<file path="config.mk">
export PLATFORM = sky130hd
export DESIGN_NAME = irx_top
export DESIGN_NICKNAME = d
export VERILOG_FILES = /design/src/logic/irx_pkg.sv /design/src/logic/irx_slot_flags.sv /design/src/logic/irx_top.sv
export SDC_FILE = /design/constraint.sdc
export NUM_CORES = 1
export LEC_CHECK = 0
export ABC_CLOCK_PERIOD_IN_PS = 1700
export BUFFER_PORTS_ARGS = -buffer_cell sky130_fd_sc_hd__buf_2
export CORE_ASPECT_RATIO = 0.5
export CORE_MARGIN = 2
export CORE_UTILIZATION = 51
export DETAILED_ROUTE_END_ITERATION = 16
export MAX_ROUTING_LAYER = met4
export PLACE_DENSITY = 0.73
export SLEW_MARGIN = 25
export SYNTH_ARGS = -nofsm -noshare
export SYNTH_HDL_FRONTEND = slang
export SYNTH_SLANG_ARGS = --single-unit
</file>
<file path="constraint.sdc">
create_clock -name ref_clk -period 1.7 [get_ports ref_clk]
set_clock_uncertainty 0.05 [all_clocks]
set_input_delay 0.34 -clock ref_clk [delete_from_list [all_inputs] [get_ports ref_clk]]
set_output_delay 0.34 -clock ref_clk [all_outputs]
set_load 0.01 [all_outputs]
</file>
<file path="src/logic/irx_pkg.sv">
`default_nettype none
package irx_pkg;

  // ------------------------------------------------------------
  // Geometry
  // ------------------------------------------------------------
  localparam int unsigned SLOTS = 12;
  localparam int unsigned DATA_W = 16;
  localparam int unsigned ADDR_W = 16;
  localparam int unsigned RSVD_W = DATA_W - SLOTS;

  // ------------------------------------------------------------
  // Register offsets
  // ------------------------------------------------------------
  localparam logic [15:0] ADDR_STAT_DATA = 16'h0001;
  localparam logic [15:0] ADDR_STAT_LVL0 = 16'h0002;
  localparam logic [15:0] ADDR_STAT_LVL1 = 16'h0003;
  localparam logic [15:0] ADDR_STAT_CEIL1 = 16'h0004;
  localparam logic [15:0] ADDR_STAT_CEIL2 = 16'h0005;
  localparam logic [15:0] ADDR_AUTOCLEAR = 16'h0007;
  localparam logic [15:0] ADDR_EN_Y_DATA = 16'h0015;
  localparam logic [15:0] ADDR_EN_X_LVL0 = 16'h0016;
  localparam logic [15:0] ADDR_EN_X_LVL1 = 16'h0017;
  localparam logic [15:0] ADDR_EN_X_CEIL1 = 16'h0018;
  localparam logic [15:0] ADDR_EN_X_CEIL2 = 16'h0019;

  // ------------------------------------------------------------
  // Reset and read values
  // ------------------------------------------------------------
  localparam logic [11:0] ENABLE_RESET = 12'h000;
  localparam logic [11:0] FLAG_RESET = 12'h000;
  localparam logic [11:0] AUTOCLEAR_RESET = 12'hfff;
  localparam logic [3:0] RESERVED_READ = 4'h0;
  localparam logic [15:0] UNMAPPED_READ = 16'h0000;

endpackage : irx_pkg
`default_nettype wire

</file>
<file path="src/logic/irx_slot_flags.sv">
`timescale 1ns/1ps
`default_nettype none
// Twelve sticky per-slot status flags: set by hardware, cleared by a
// write of one or by an automatic clear. A set in the same cycle as a
// clear wins, so no event is lost.
module irx_slot_flags (
  input wire logic ref_clk,
  input wire logic rstn,
  input wire logic [11:0] set_slots,
  input wire logic [11:0] clr_w1c,
  input wire logic [11:0] clr_auto,
  output logic [11:0] flags
);

  typedef struct packed {
    logic [11:0] flag;
  } irx_flag_state_t;

  irx_flag_state_t s_reg;
  irx_flag_state_t s_next;
  logic [11:0] clr_any;

  assign clr_any = clr_w1c | clr_auto;

  always_comb begin
    s_next = s_reg;
    s_next.flag = (s_reg.flag & ~clr_any) | set_slots;
  end

  always_ff @(posedge ref_clk or negedge rstn) begin
    if (!rstn) begin
      s_reg.flag <= irx_pkg::FLAG_RESET;
    end else begin
      s_reg <= s_next;
    end
  end

  assign flags = s_reg.flag;
endmodule // irx_slot_flags
`default_nettype wire

</file>
<file path="src/logic/irx_top.sv">
`timescale 1ns/1ps
`default_nettype none
module irx_top (
  input wire logic ref_clk,
  input wire logic rstn,
  input wire logic [15:0] reg_addr,
  input wire logic [15:0] reg_wdata,
  input wire logic reg_wr,
  input wire logic reg_rd,
  output logic [15:0] reg_rdata,
  input wire logic [11:0] data_update,
  input wire logic [11:0] ch1_over,
  input wire logic [11:0] ch2_over,
  input wire logic [11:0] lvl0_evt,
  input wire logic [11:0] lvl1_evt,
  input wire logic [11:0] slot_data_rd,
  output logic irq_x,
  output logic irq_y
);

  // ------------------------------------------------------------
  // State
  // ------------------------------------------------------------
  typedef struct packed {
    logic [11:0] out_y_ready_mask;
    logic [11:0] out_x_lvl0_mask;
    logic [11:0] out_x_lvl1_mask;
    logic [11:0] out_x_ceil1_mask;
    logic [11:0] out_x_ceil2_mask;
    logic [11:0] autoclear;
    logic [15:0] rdata;
    logic irq_x;
    logic irq_y;
  } irx_state_t;

  irx_state_t s_reg;
  irx_state_t s_next;

  logic [11:0] wdata_slots;
  logic [11:0] ready_flag;
  logic [11:0] lvl0_flag;
  logic [11:0] lvl1_flag;
  logic [11:0] ceil1_flag;
  logic [11:0] ceil2_flag;
  logic [11:0] ceil1_set;
  logic [11:0] ceil2_set;
  logic [11:0] ready_autoclr;
  logic [11:0] w1c_ready;
  logic [11:0] w1c_lvl0;
  logic [11:0] w1c_lvl1;
  logic [11:0] w1c_ceil1;
  logic [11:0] w1c_ceil2;
  logic x_pending;
  logic y_pending;

  assign wdata_slots = reg_wdata[11:0];

  // ------------------------------------------------------------
  // Event capture
  // ------------------------------------------------------------
  // Ceiling flags only latch on the data register update strobe so a
  // result that briefly crosses mid-slot does not raise a flag.
  assign ceil1_set = data_update & ch1_over;
  assign ceil2_set = data_update & ch2_over;
  assign ready_autoclr = slot_data_rd & s_reg.autoclear;

  // Write of one clears; write of zero leaves the flag alone.
  assign w1c_ready = (reg_wr && reg_addr == irx_pkg::ADDR_STAT_DATA) ?
                     wdata_slots : 12'h000;
  assign w1c_lvl0 = (reg_wr && reg_addr == irx_pkg::ADDR_STAT_LVL0) ?
                    wdata_slots : 12'h000;
  assign w1c_lvl1 = (reg_wr && reg_addr == irx_pkg::ADDR_STAT_LVL1) ?
                    wdata_slots : 12'h000;
  assign w1c_ceil1 = (reg_wr && reg_addr == irx_pkg::ADDR_STAT_CEIL1) ?
                     wdata_slots : 12'h000;
  assign w1c_ceil2 = (reg_wr && reg_addr == irx_pkg::ADDR_STAT_CEIL2) ?
                     wdata_slots : 12'h000;

  irx_slot_flags u_ready (
    .ref_clk(ref_clk),
    .rstn(rstn),
    .set_slots(data_update),
    .clr_w1c(w1c_ready),
    .clr_auto(ready_autoclr),
    .flags(ready_flag)
  );

  irx_slot_flags u_lvl0 (
    .ref_clk(ref_clk),
    .rstn(rstn),
    .set_slots(lvl0_evt),
    .clr_w1c(w1c_lvl0),
    .clr_auto(12'h000),
    .flags(lvl0_flag)
  );

  irx_slot_flags u_lvl1 (
    .ref_clk(ref_clk),
    .rstn(rstn),
    .set_slots(lvl1_evt),
    .clr_w1c(w1c_lvl1),
    .clr_auto(12'h000),
    .flags(lvl1_flag)
  );

  irx_slot_flags u_ceil1 (
    .ref_clk(ref_clk),
    .rstn(rstn),
    .set_slots(ceil1_set),
    .clr_w1c(w1c_ceil1),
    .clr_auto(12'h000),
    .flags(ceil1_flag)
  );

  irx_slot_flags u_ceil2 (
    .ref_clk(ref_clk),
    .rstn(rstn),
    .set_slots(ceil2_set),
    .clr_w1c(w1c_ceil2),
    .clr_auto(12'h000),
    .flags(ceil2_flag)
  );

  // ------------------------------------------------------------
  // Routing
  // ------------------------------------------------------------
  assign y_pending = |(ready_flag & s_reg.out_y_ready_mask);
  assign x_pending = |((lvl0_flag & s_reg.out_x_lvl0_mask) |
                       (lvl1_flag & s_reg.out_x_lvl1_mask) |
                       (ceil1_flag & s_reg.out_x_ceil1_mask) |
                       (ceil2_flag & s_reg.out_x_ceil2_mask));

  // ------------------------------------------------------------
  // Register port and next state
  // ------------------------------------------------------------
  always_comb begin
    s_next = s_reg;
    s_next.irq_x = x_pending;
    s_next.irq_y = y_pending;
    if (reg_wr) begin
      case (reg_addr)
        irx_pkg::ADDR_EN_Y_DATA: s_next.out_y_ready_mask = wdata_slots;
        irx_pkg::ADDR_EN_X_LVL0: s_next.out_x_lvl0_mask = wdata_slots;
        irx_pkg::ADDR_EN_X_LVL1: s_next.out_x_lvl1_mask = wdata_slots;
        irx_pkg::ADDR_EN_X_CEIL1: s_next.out_x_ceil1_mask = wdata_slots;
        irx_pkg::ADDR_EN_X_CEIL2: s_next.out_x_ceil2_mask = wdata_slots;
        irx_pkg::ADDR_AUTOCLEAR: s_next.autoclear = wdata_slots;
        default: s_next.autoclear = s_reg.autoclear;
      endcase
    end
    if (reg_rd) begin
      // Upper nibble is reserved and always reads zero
      case (reg_addr)
        irx_pkg::ADDR_STAT_DATA:
          s_next.rdata = {irx_pkg::RESERVED_READ, ready_flag};
        irx_pkg::ADDR_STAT_LVL0:
          s_next.rdata = {irx_pkg::RESERVED_READ, lvl0_flag};
        irx_pkg::ADDR_STAT_LVL1:
          s_next.rdata = {irx_pkg::RESERVED_READ, lvl1_flag};
        irx_pkg::ADDR_STAT_CEIL1:
          s_next.rdata = {irx_pkg::RESERVED_READ, ceil1_flag};
        irx_pkg::ADDR_STAT_CEIL2:
          s_next.rdata = {irx_pkg::RESERVED_READ, ceil2_flag};
        irx_pkg::ADDR_AUTOCLEAR:
          s_next.rdata = {irx_pkg::RESERVED_READ, s_reg.autoclear};
        irx_pkg::ADDR_EN_Y_DATA:
          s_next.rdata = {irx_pkg::RESERVED_READ, s_reg.out_y_ready_mask};
        irx_pkg::ADDR_EN_X_LVL0:
          s_next.rdata = {irx_pkg::RESERVED_READ, s_reg.out_x_lvl0_mask};
        irx_pkg::ADDR_EN_X_LVL1:
          s_next.rdata = {irx_pkg::RESERVED_READ, s_reg.out_x_lvl1_mask};
        irx_pkg::ADDR_EN_X_CEIL1:
          s_next.rdata = {irx_pkg::RESERVED_READ, s_reg.out_x_ceil1_mask};
        irx_pkg::ADDR_EN_X_CEIL2:
          s_next.rdata = {irx_pkg::RESERVED_READ, s_reg.out_x_ceil2_mask};
        default: s_next.rdata = irx_pkg::UNMAPPED_READ;
      endcase
    end
  end

  always_ff @(posedge ref_clk or negedge rstn) begin
    if (!rstn) begin
      s_reg.out_y_ready_mask <= irx_pkg::ENABLE_RESET;
      s_reg.out_x_lvl0_mask <= irx_pkg::ENABLE_RESET;
      s_reg.out_x_lvl1_mask <= irx_pkg::ENABLE_RESET;
      s_reg.out_x_ceil1_mask <= irx_pkg::ENABLE_RESET;
      s_reg.out_x_ceil2_mask <= irx_pkg::ENABLE_RESET;
      s_reg.autoclear <= irx_pkg::AUTOCLEAR_RESET;
      s_reg.rdata <= irx_pkg::UNMAPPED_READ;
      s_reg.irq_x <= 1'b0;
      s_reg.irq_y <= 1'b0;
    end else begin
      s_reg <= s_next;
    end
  end

  // Outputs are registered, so an interrupt follows its flag by a cycle
  assign irq_x = s_reg.irq_x;
  assign irq_y = s_reg.irq_y;
  assign reg_rdata = s_reg.rdata;
endmodule // irx_top
`default_nettype wire

</file>
Word-level counts from Yosys, hierarchy flattened
Index checks and enable logic that the tools add are counted.
{"block": "word_totals", "regBits": 150, "latch_bits": 0, "ramBits": 0, "romBits": 0, "in_bits": 108, "out_inout_bits": 18, "elab_cells": 71, "n_memories": 0}
{"block": "op_classes", "add_sub_neg": 0, "mul": 0, "div": 0, "order_cmp": 0, "n_eq_ne": 11, "n_shift": 0, "muxes": 6, "bitwise": 27, "reduce_logical": 13}
{"operator": "AND 12 bit", "count": 13}
{"operator": "case mux 12 bit (11 select lines)", "count": 1}
{"operator": "bitwise OR 12 bit", "count": 9}
{"operator": "== test 16 x 5 -> 1 bit (second input constant)", "count": 5}
{"operator": "two-way mux 12 bit", "count": 5}
{"operator": "NOT 12 bit", "count": 5}
{"operator": "== test 16 x 3 -> 1 bit (second input constant)", "count": 3}
{"operator": "== test 16 x 2 -> 1 bit (second input constant)", "count": 2}
{"operator": "OR reduction 12 bit", "count": 2}
{"operator": "== test 16 x 1 -> 1 bit (second input constant)", "count": 1}
{"operator": "AND reduction 2 bit", "count": 6}
{"operator": "logical AND 1 bit", "count": 5}

Depth between registers and ports, before layout
{"block": "depth", "ltp_word": 7, "mapped_depth": 8}

By module
A second synthesis with hierarchy kept.
{"block": "unflattened", "cells_unflattened": 738, "area_unflattened_um2": 7768.7}
{"mod": "irx_top", "n_inst": 1, "cells_per_inst": 558, "area_per_inst_um2": 5591.6, "seq_area_each_um2": 2167.1}
{"mod": "irx_slot_flags", "n_inst": 5, "cells_per_inst": 36, "area_per_inst_um2": 435.4, "seq_area_each_um2": 300.3}

Worst setup path before layout
OpenSTA, ideal clock, no wires.
{"block": "synth_path", "kind": "input to register", "start": "input reg_addr[13]", "end": "register s_reg[68] (netlist bit)", "setup_ps": 125, "arrival_time_ps": 2163, "slack_ps": -638, "cell_stages": 7, "cell_sequence": "or4_1 buf_6 or2_1 buf_4 nor3_4 buf_4 mux2_2"}
{"block": "synth_between", "elab_chain_len": 2}
{"item": "from (decl)", "line": "irx_top.sv:6", "rtl": "input wire logic [15:0] reg_addr,"}
{"item": "== test 16 x 5 -> 1 bit", "line": "irx_top.sv:141", "rtl": "case (reg_addr)"}
{"item": "AND reduction 2 bit (no line)"}
{"item": "to (signal assigned)", "line": "irx_top.sv:193", "rtl": "s_reg <= s_next;"}
{"item": "to (decl)", "line": "irx_top.sv:36", "rtl": "irx_state_t s_reg;"}
Every way passes these cells.
A chain may end at the register's enable or synchronous reset.

==> parameters.txt <==
Parameter                              Value

Status
  Outcome    complete, but fails checks
  Violations in the final reports    setup timing

Worst setup path
  Sort of element at the start of the critical path    input port
  Slack of the worst reg-to-reg path    -0.17 ns
  Element type at the critical path end    flip-flop
  Crit Path Max Fanout    6
  Critical path type    in -> reg
  Critical Path, Cell by Cell    buf_8, or4_4, buf_12, nor4_4, buf_4, and2_4, nand2_1, a22o_1
  Worst path slowest cell    sky130_fd_sc_hd__or4_4
  Destination of the worst register-to-register timing path    irq_x
  Logic depth of the worst register-to-register path    4
  CP Data Required Time    between 1.5 and 2 ns
  Data arrival time at the worst-slack endpoint    roughly 2.2 ns
  Worst reg2reg startpoint    s_reg[60]
  Stage delay of the slowest cell on the critical path    approximately 0.6 ns

Timing
  Peak clock frequency supported by timing    513 MHz
  Tmin final    roughly 1.9 ns
  Unrepaired setup endpoints after global routing    true
  Slew at the pin with the worst max-slew slack    0.644 ns
  Number of setup violations in the final report    144
  Max Transition Viols Final    0
  Aggregate negative setup slack    -17.66 ns
  Number of endpoints with negative hold slack in the final report    0
  Post-route worst hold slack    0.0362 ns
  Final Cycle Share    115%
  Post-route setup slack    -0.249 ns
  Max-Slew Margin vs Limit    57.0%

Drt
  Total vias in the final route    between 7,000 and 8,000
  Wire length after detailed routing    30,500 um
  Mean number of vias per cell    6.47
  Post-DR wirelength/cell    27.7 um
  Iteration-0 DRC Markers    838
  Remaining DRCs    0
  DRT Pass-1 Iters    7
  Final antenna-violating net count    0

GRT
  Number of global-route vias before repair    between 6,000 and 7,000
  GRT overflow    0
  Initial antenna violation count    0
  First-pass GRT wire length    44,600 um
  Maximum number of pins on one net before global-route repair    37
  GRT Resource Usage Total    between 30% and 40%

Logic synthesis
  Proportion of synthesized area in mux cells    13.3%
  Dominant combinational cell family by area after synthesis    compound AO/OA/AOI/OAI gates
  Synthesis warning total    0
  Share of synthesized registers carrying an async set or reset    100%
  Share of synthesized cell area in and, or, nand and nor gates    14.8%
  Part of the Yosys area used for sequential elements    47.8%
  Synth Area in Compound Gates    18.2%
  Number of enable-type register cells in the synthesized netlist    0
  Number of register bits inferred by synthesis    146
  Mapped Cells    637
  Most frequently used flop master after synthesis    sky130_fd_sc_hd__dfrtp_1
  Post-synthesis share of cell area spent on xor and xnor gates    0%
  Area share of fa/ha/maj cells after synthesis    0%
  Number of unique standard cell types used by synthesis    65
  Mean post-synth cell area    between 10 and 15 um2
  Syn Std Cell Area    7670 um2

Place
  Half-perimeter wire length after placement    21,300 um
  Port Buffer Count    117
  Placement Cell Area    around 9600 um2
  Final Wtd Congestion    just under 1

Hold path
  Hold path start    lvl0_evt[6]
  Tightest Hold Check Type    in -> reg
  Worst Hold Endpoint    u_lvl0.flags[6]
  Number of instances on the worst hold path    2

Clock tree
  Clock transition time at the flip-flop clock pins of the worst setup and hold paths    0.07 ns
  Root buffer cell    sky130_fd_sc_hd__clkbuf_16
  Insertion delay of the later-clocked pin in the worst-skew pair    around 0.43 ns
  Maximum number of buffers from clock root to sink    2
  Clock tree from TritonCTS    done
  TritonCTS Sinks    around 150
  Level count of the clock H-tree    4
  CTS buffer count    17

Cells and area
  Utilization of the core after routing    74.5%
  Number of nets at the end of the flow    998
  Max FFs per register    72
  Area growth from synthesis to layout    41.6%
  Final non-filler cell area    about 11,000 um2
  Antenna diodes    0
  Count of filler cells inserted in the layout    1,028
  Layout cell share with drive strength beyond 1    56.5%

Power
  Clock share of power    47.8%
  Net switching power    2.12 mW
  Leakage power    ~5 nW
  Switching portion of total power    26.6%
  Max IR drop VDD    around 0.74 mV
  Power Internal    5.86 mW
  Power density over cell area    735 nW/um2
  Portion of total power attributed to sequential cells    43.8%
  Fraction of power consumed by combinational cells    8.4%

Die
  Area of the core    ~15,000 um2
  Number of ports placed on the die boundary    between 100 and 150
  Effective utilization at floorplan    between 50 and 60%
  Die width    around 180 um
  Die extent in y    90.7 um
  Placement row count    31
  Die area    around 16,000 um2

Flow run
  Maximum capacitance violations    0
-- metrics by stage --
step / total power [mW] / setup WS, ns / cells
floorplan: 3.80 / -0.524 / 640
global placement: 4.15 / -0.772 / 1046
detailed placement: 4.15 / -0.732 / 1046
CTS: 7.97 / -0.197 / 1092
global route: 8.19 / -0.280 / 1101
finish: 7.99 / -0.249 / 1101
-- cell type report --
| class | count | area, um2 | area share [%] |
|---|---|---|---|
| flip-flops and latches | 146 | 3670 | 33.8 |
| well taps | 198 | 248 | 2.28 |
| clock inverters | 14 | 161 | 1.49 |
| multi-input cells | 434 | 4070 | 37.4 |
| repair buffers | 285 | 2270 | 20.9 |
| clock buffers | 18 | 429 | 3.95 |
| inverters | 6 | 22.5 | 0.207 |
-- routing by layer --
metal  GRT usage, %  up-vias  part of all wire [%]
li1               -     2948                     -
met3           14.2       57                    14
met5              -        -                     0
met1           57.3     3589                    43
met4           10.5        0                   1.9
met2           52.6      529                    41
-- worst max-delay path by stage --
| stage | start | endpoint | slack, ns | cells past startpoint |
|---|---|---|---|---|
| CTS | reg_addr[10] | u_ceil1.flags[0] | -0.20 | 8 |
| finish | reg_addr[10] | u_ceil2.flags[0] | -0.25 | 8 |
| detailed placement | reg_addr[5] | s_reg[37] | -0.73 | 6 |
| floorplan | reg_addr[13] | s_reg[56] | -0.52 | 7 |
| global placement | reg_addr[13] | reg_rdata[9] | -0.77 | 9 |
| global route | reg_addr[10] | u_ceil2.flags[1] | -0.28 | 8 |
-- Yosys cell counts, types with 3 or more instances --
cell	number	area [um2]
sky130_fd_sc_hd__dfrtp_1	134	3350
sky130_fd_sc_hd__nand2_1	91	342
sky130_fd_sc_hd__mux2_2	56	631
sky130_fd_sc_hd__a22o_1	37	324
sky130_fd_sc_hd__a22oi_1	34	255
sky130_fd_sc_hd__a21o_1	24	180
sky130_fd_sc_hd__buf_4	23	173
sky130_fd_sc_hd__a221oi_1	21	184
sky130_fd_sc_hd__mux2_4	20	300
sky130_fd_sc_hd__a31o_2	12	105
sky130_fd_sc_hd__buf_2	12	60.1
sky130_fd_sc_hd__dfstp_2	12	315
sky130_fd_sc_hd__buf_6	11	124
sky130_fd_sc_hd__nand3_1	11	55.1
sky130_fd_sc_hd__nor4_4	10	213
sky130_fd_sc_hd__o221a_2	9	101
sky130_fd_sc_hd__clkbuf_1	8	30.0
sky130_fd_sc_hd__mux2i_1	7	70.1
sky130_fd_sc_hd__nor4_1	7	43.8
sky130_fd_sc_hd__a222oi_1	6	60.1
sky130_fd_sc_hd__inv_1	6	22.5
sky130_fd_sc_hd__nor2b_1	6	37.5
sky130_fd_sc_hd__nor4_2	6	75.1
sky130_fd_sc_hd__a21oi_1	5	25.0
sky130_fd_sc_hd__nor3_4	4	65.1
sky130_fd_sc_hd__o21ai_0	4	20.0
sky130_fd_sc_hd__a32oi_1	3	26.3
sky130_fd_sc_hd__and2_1	3	18.8
sky130_fd_sc_hd__nand4_1	3	18.8
sky130_fd_sc_hd__nor2_1	3	11.3
sky130_fd_sc_hd__nor3_1	3	15.0
sky130_fd_sc_hd__o2bb2ai_1	3	26.3
sky130_fd_sc_hd__or4_1	3	22.5
sky130_fd_sc_hd__or4b_2	3	30.0
-- cells by family (layout without fill, tap and decap cells) --
logic type             after synthesis  in the layout
other                                1              4
buffers and inverters               63            323
AND/OR/NAND/NOR                    174            177
flip-flops                         146            146
AO/OA/AOI/OAI                      168            168
multiplexers                        85             85
-- power by group through the flow --
stage | Sequential (mW) | Combinational (mW) | Clock [mW]
2_1_floorplan | 3.56 | 0.240 | 0
3_3_place_gp | 3.56 | 0.580 | 0
3_5_place_dp | 3.56 | 0.587 | 0
4_1_cts | 3.50 | 0.636 | 3.83
5_1_grt | 3.50 | 0.706 | 3.99
6_report | 3.50 | 0.668 | 3.82
-- cells in the final DEF, fill, tap and decap left out, drive strengths merged, types with 4 or more instances in the layout --
cell      n
nor3      9
o21ai     4
a21oi     5
mux2i     7
a22oi    34
a21o     24
a222oi    6
nand4     4
or4b      4
a221oi   21
a22o     37
dfrtp   134
nor2b     6
buf     282
clkbuf   20
nand2    92
a31o     12
nand3    11
conb      4
and2      5
dfstp    12
nor4     23
mux2     78
or4       5
o221a    10
inv      15
-- critical path, delay by kind of cell --
family / cells / cell delay, ns
buffers and inverters: 3 / 0.46
AOI/OAI and AO/OA: 1 / 0.18
and+or+nand+nor: 4 / 1.23
-- what timing repair did --
action | CTS | global route
pin swaps | 41 | 21
cloned | 4 | 1
hold buffers | 1 | 0
endpoints found under the setup margin | 145 | 143
gates resized for setup | 66 | 44
hold endpoints to repair | 27 | 0
setup buffers | 9 | 8
No activity file was read; power rests on OpenSTA's default activity.
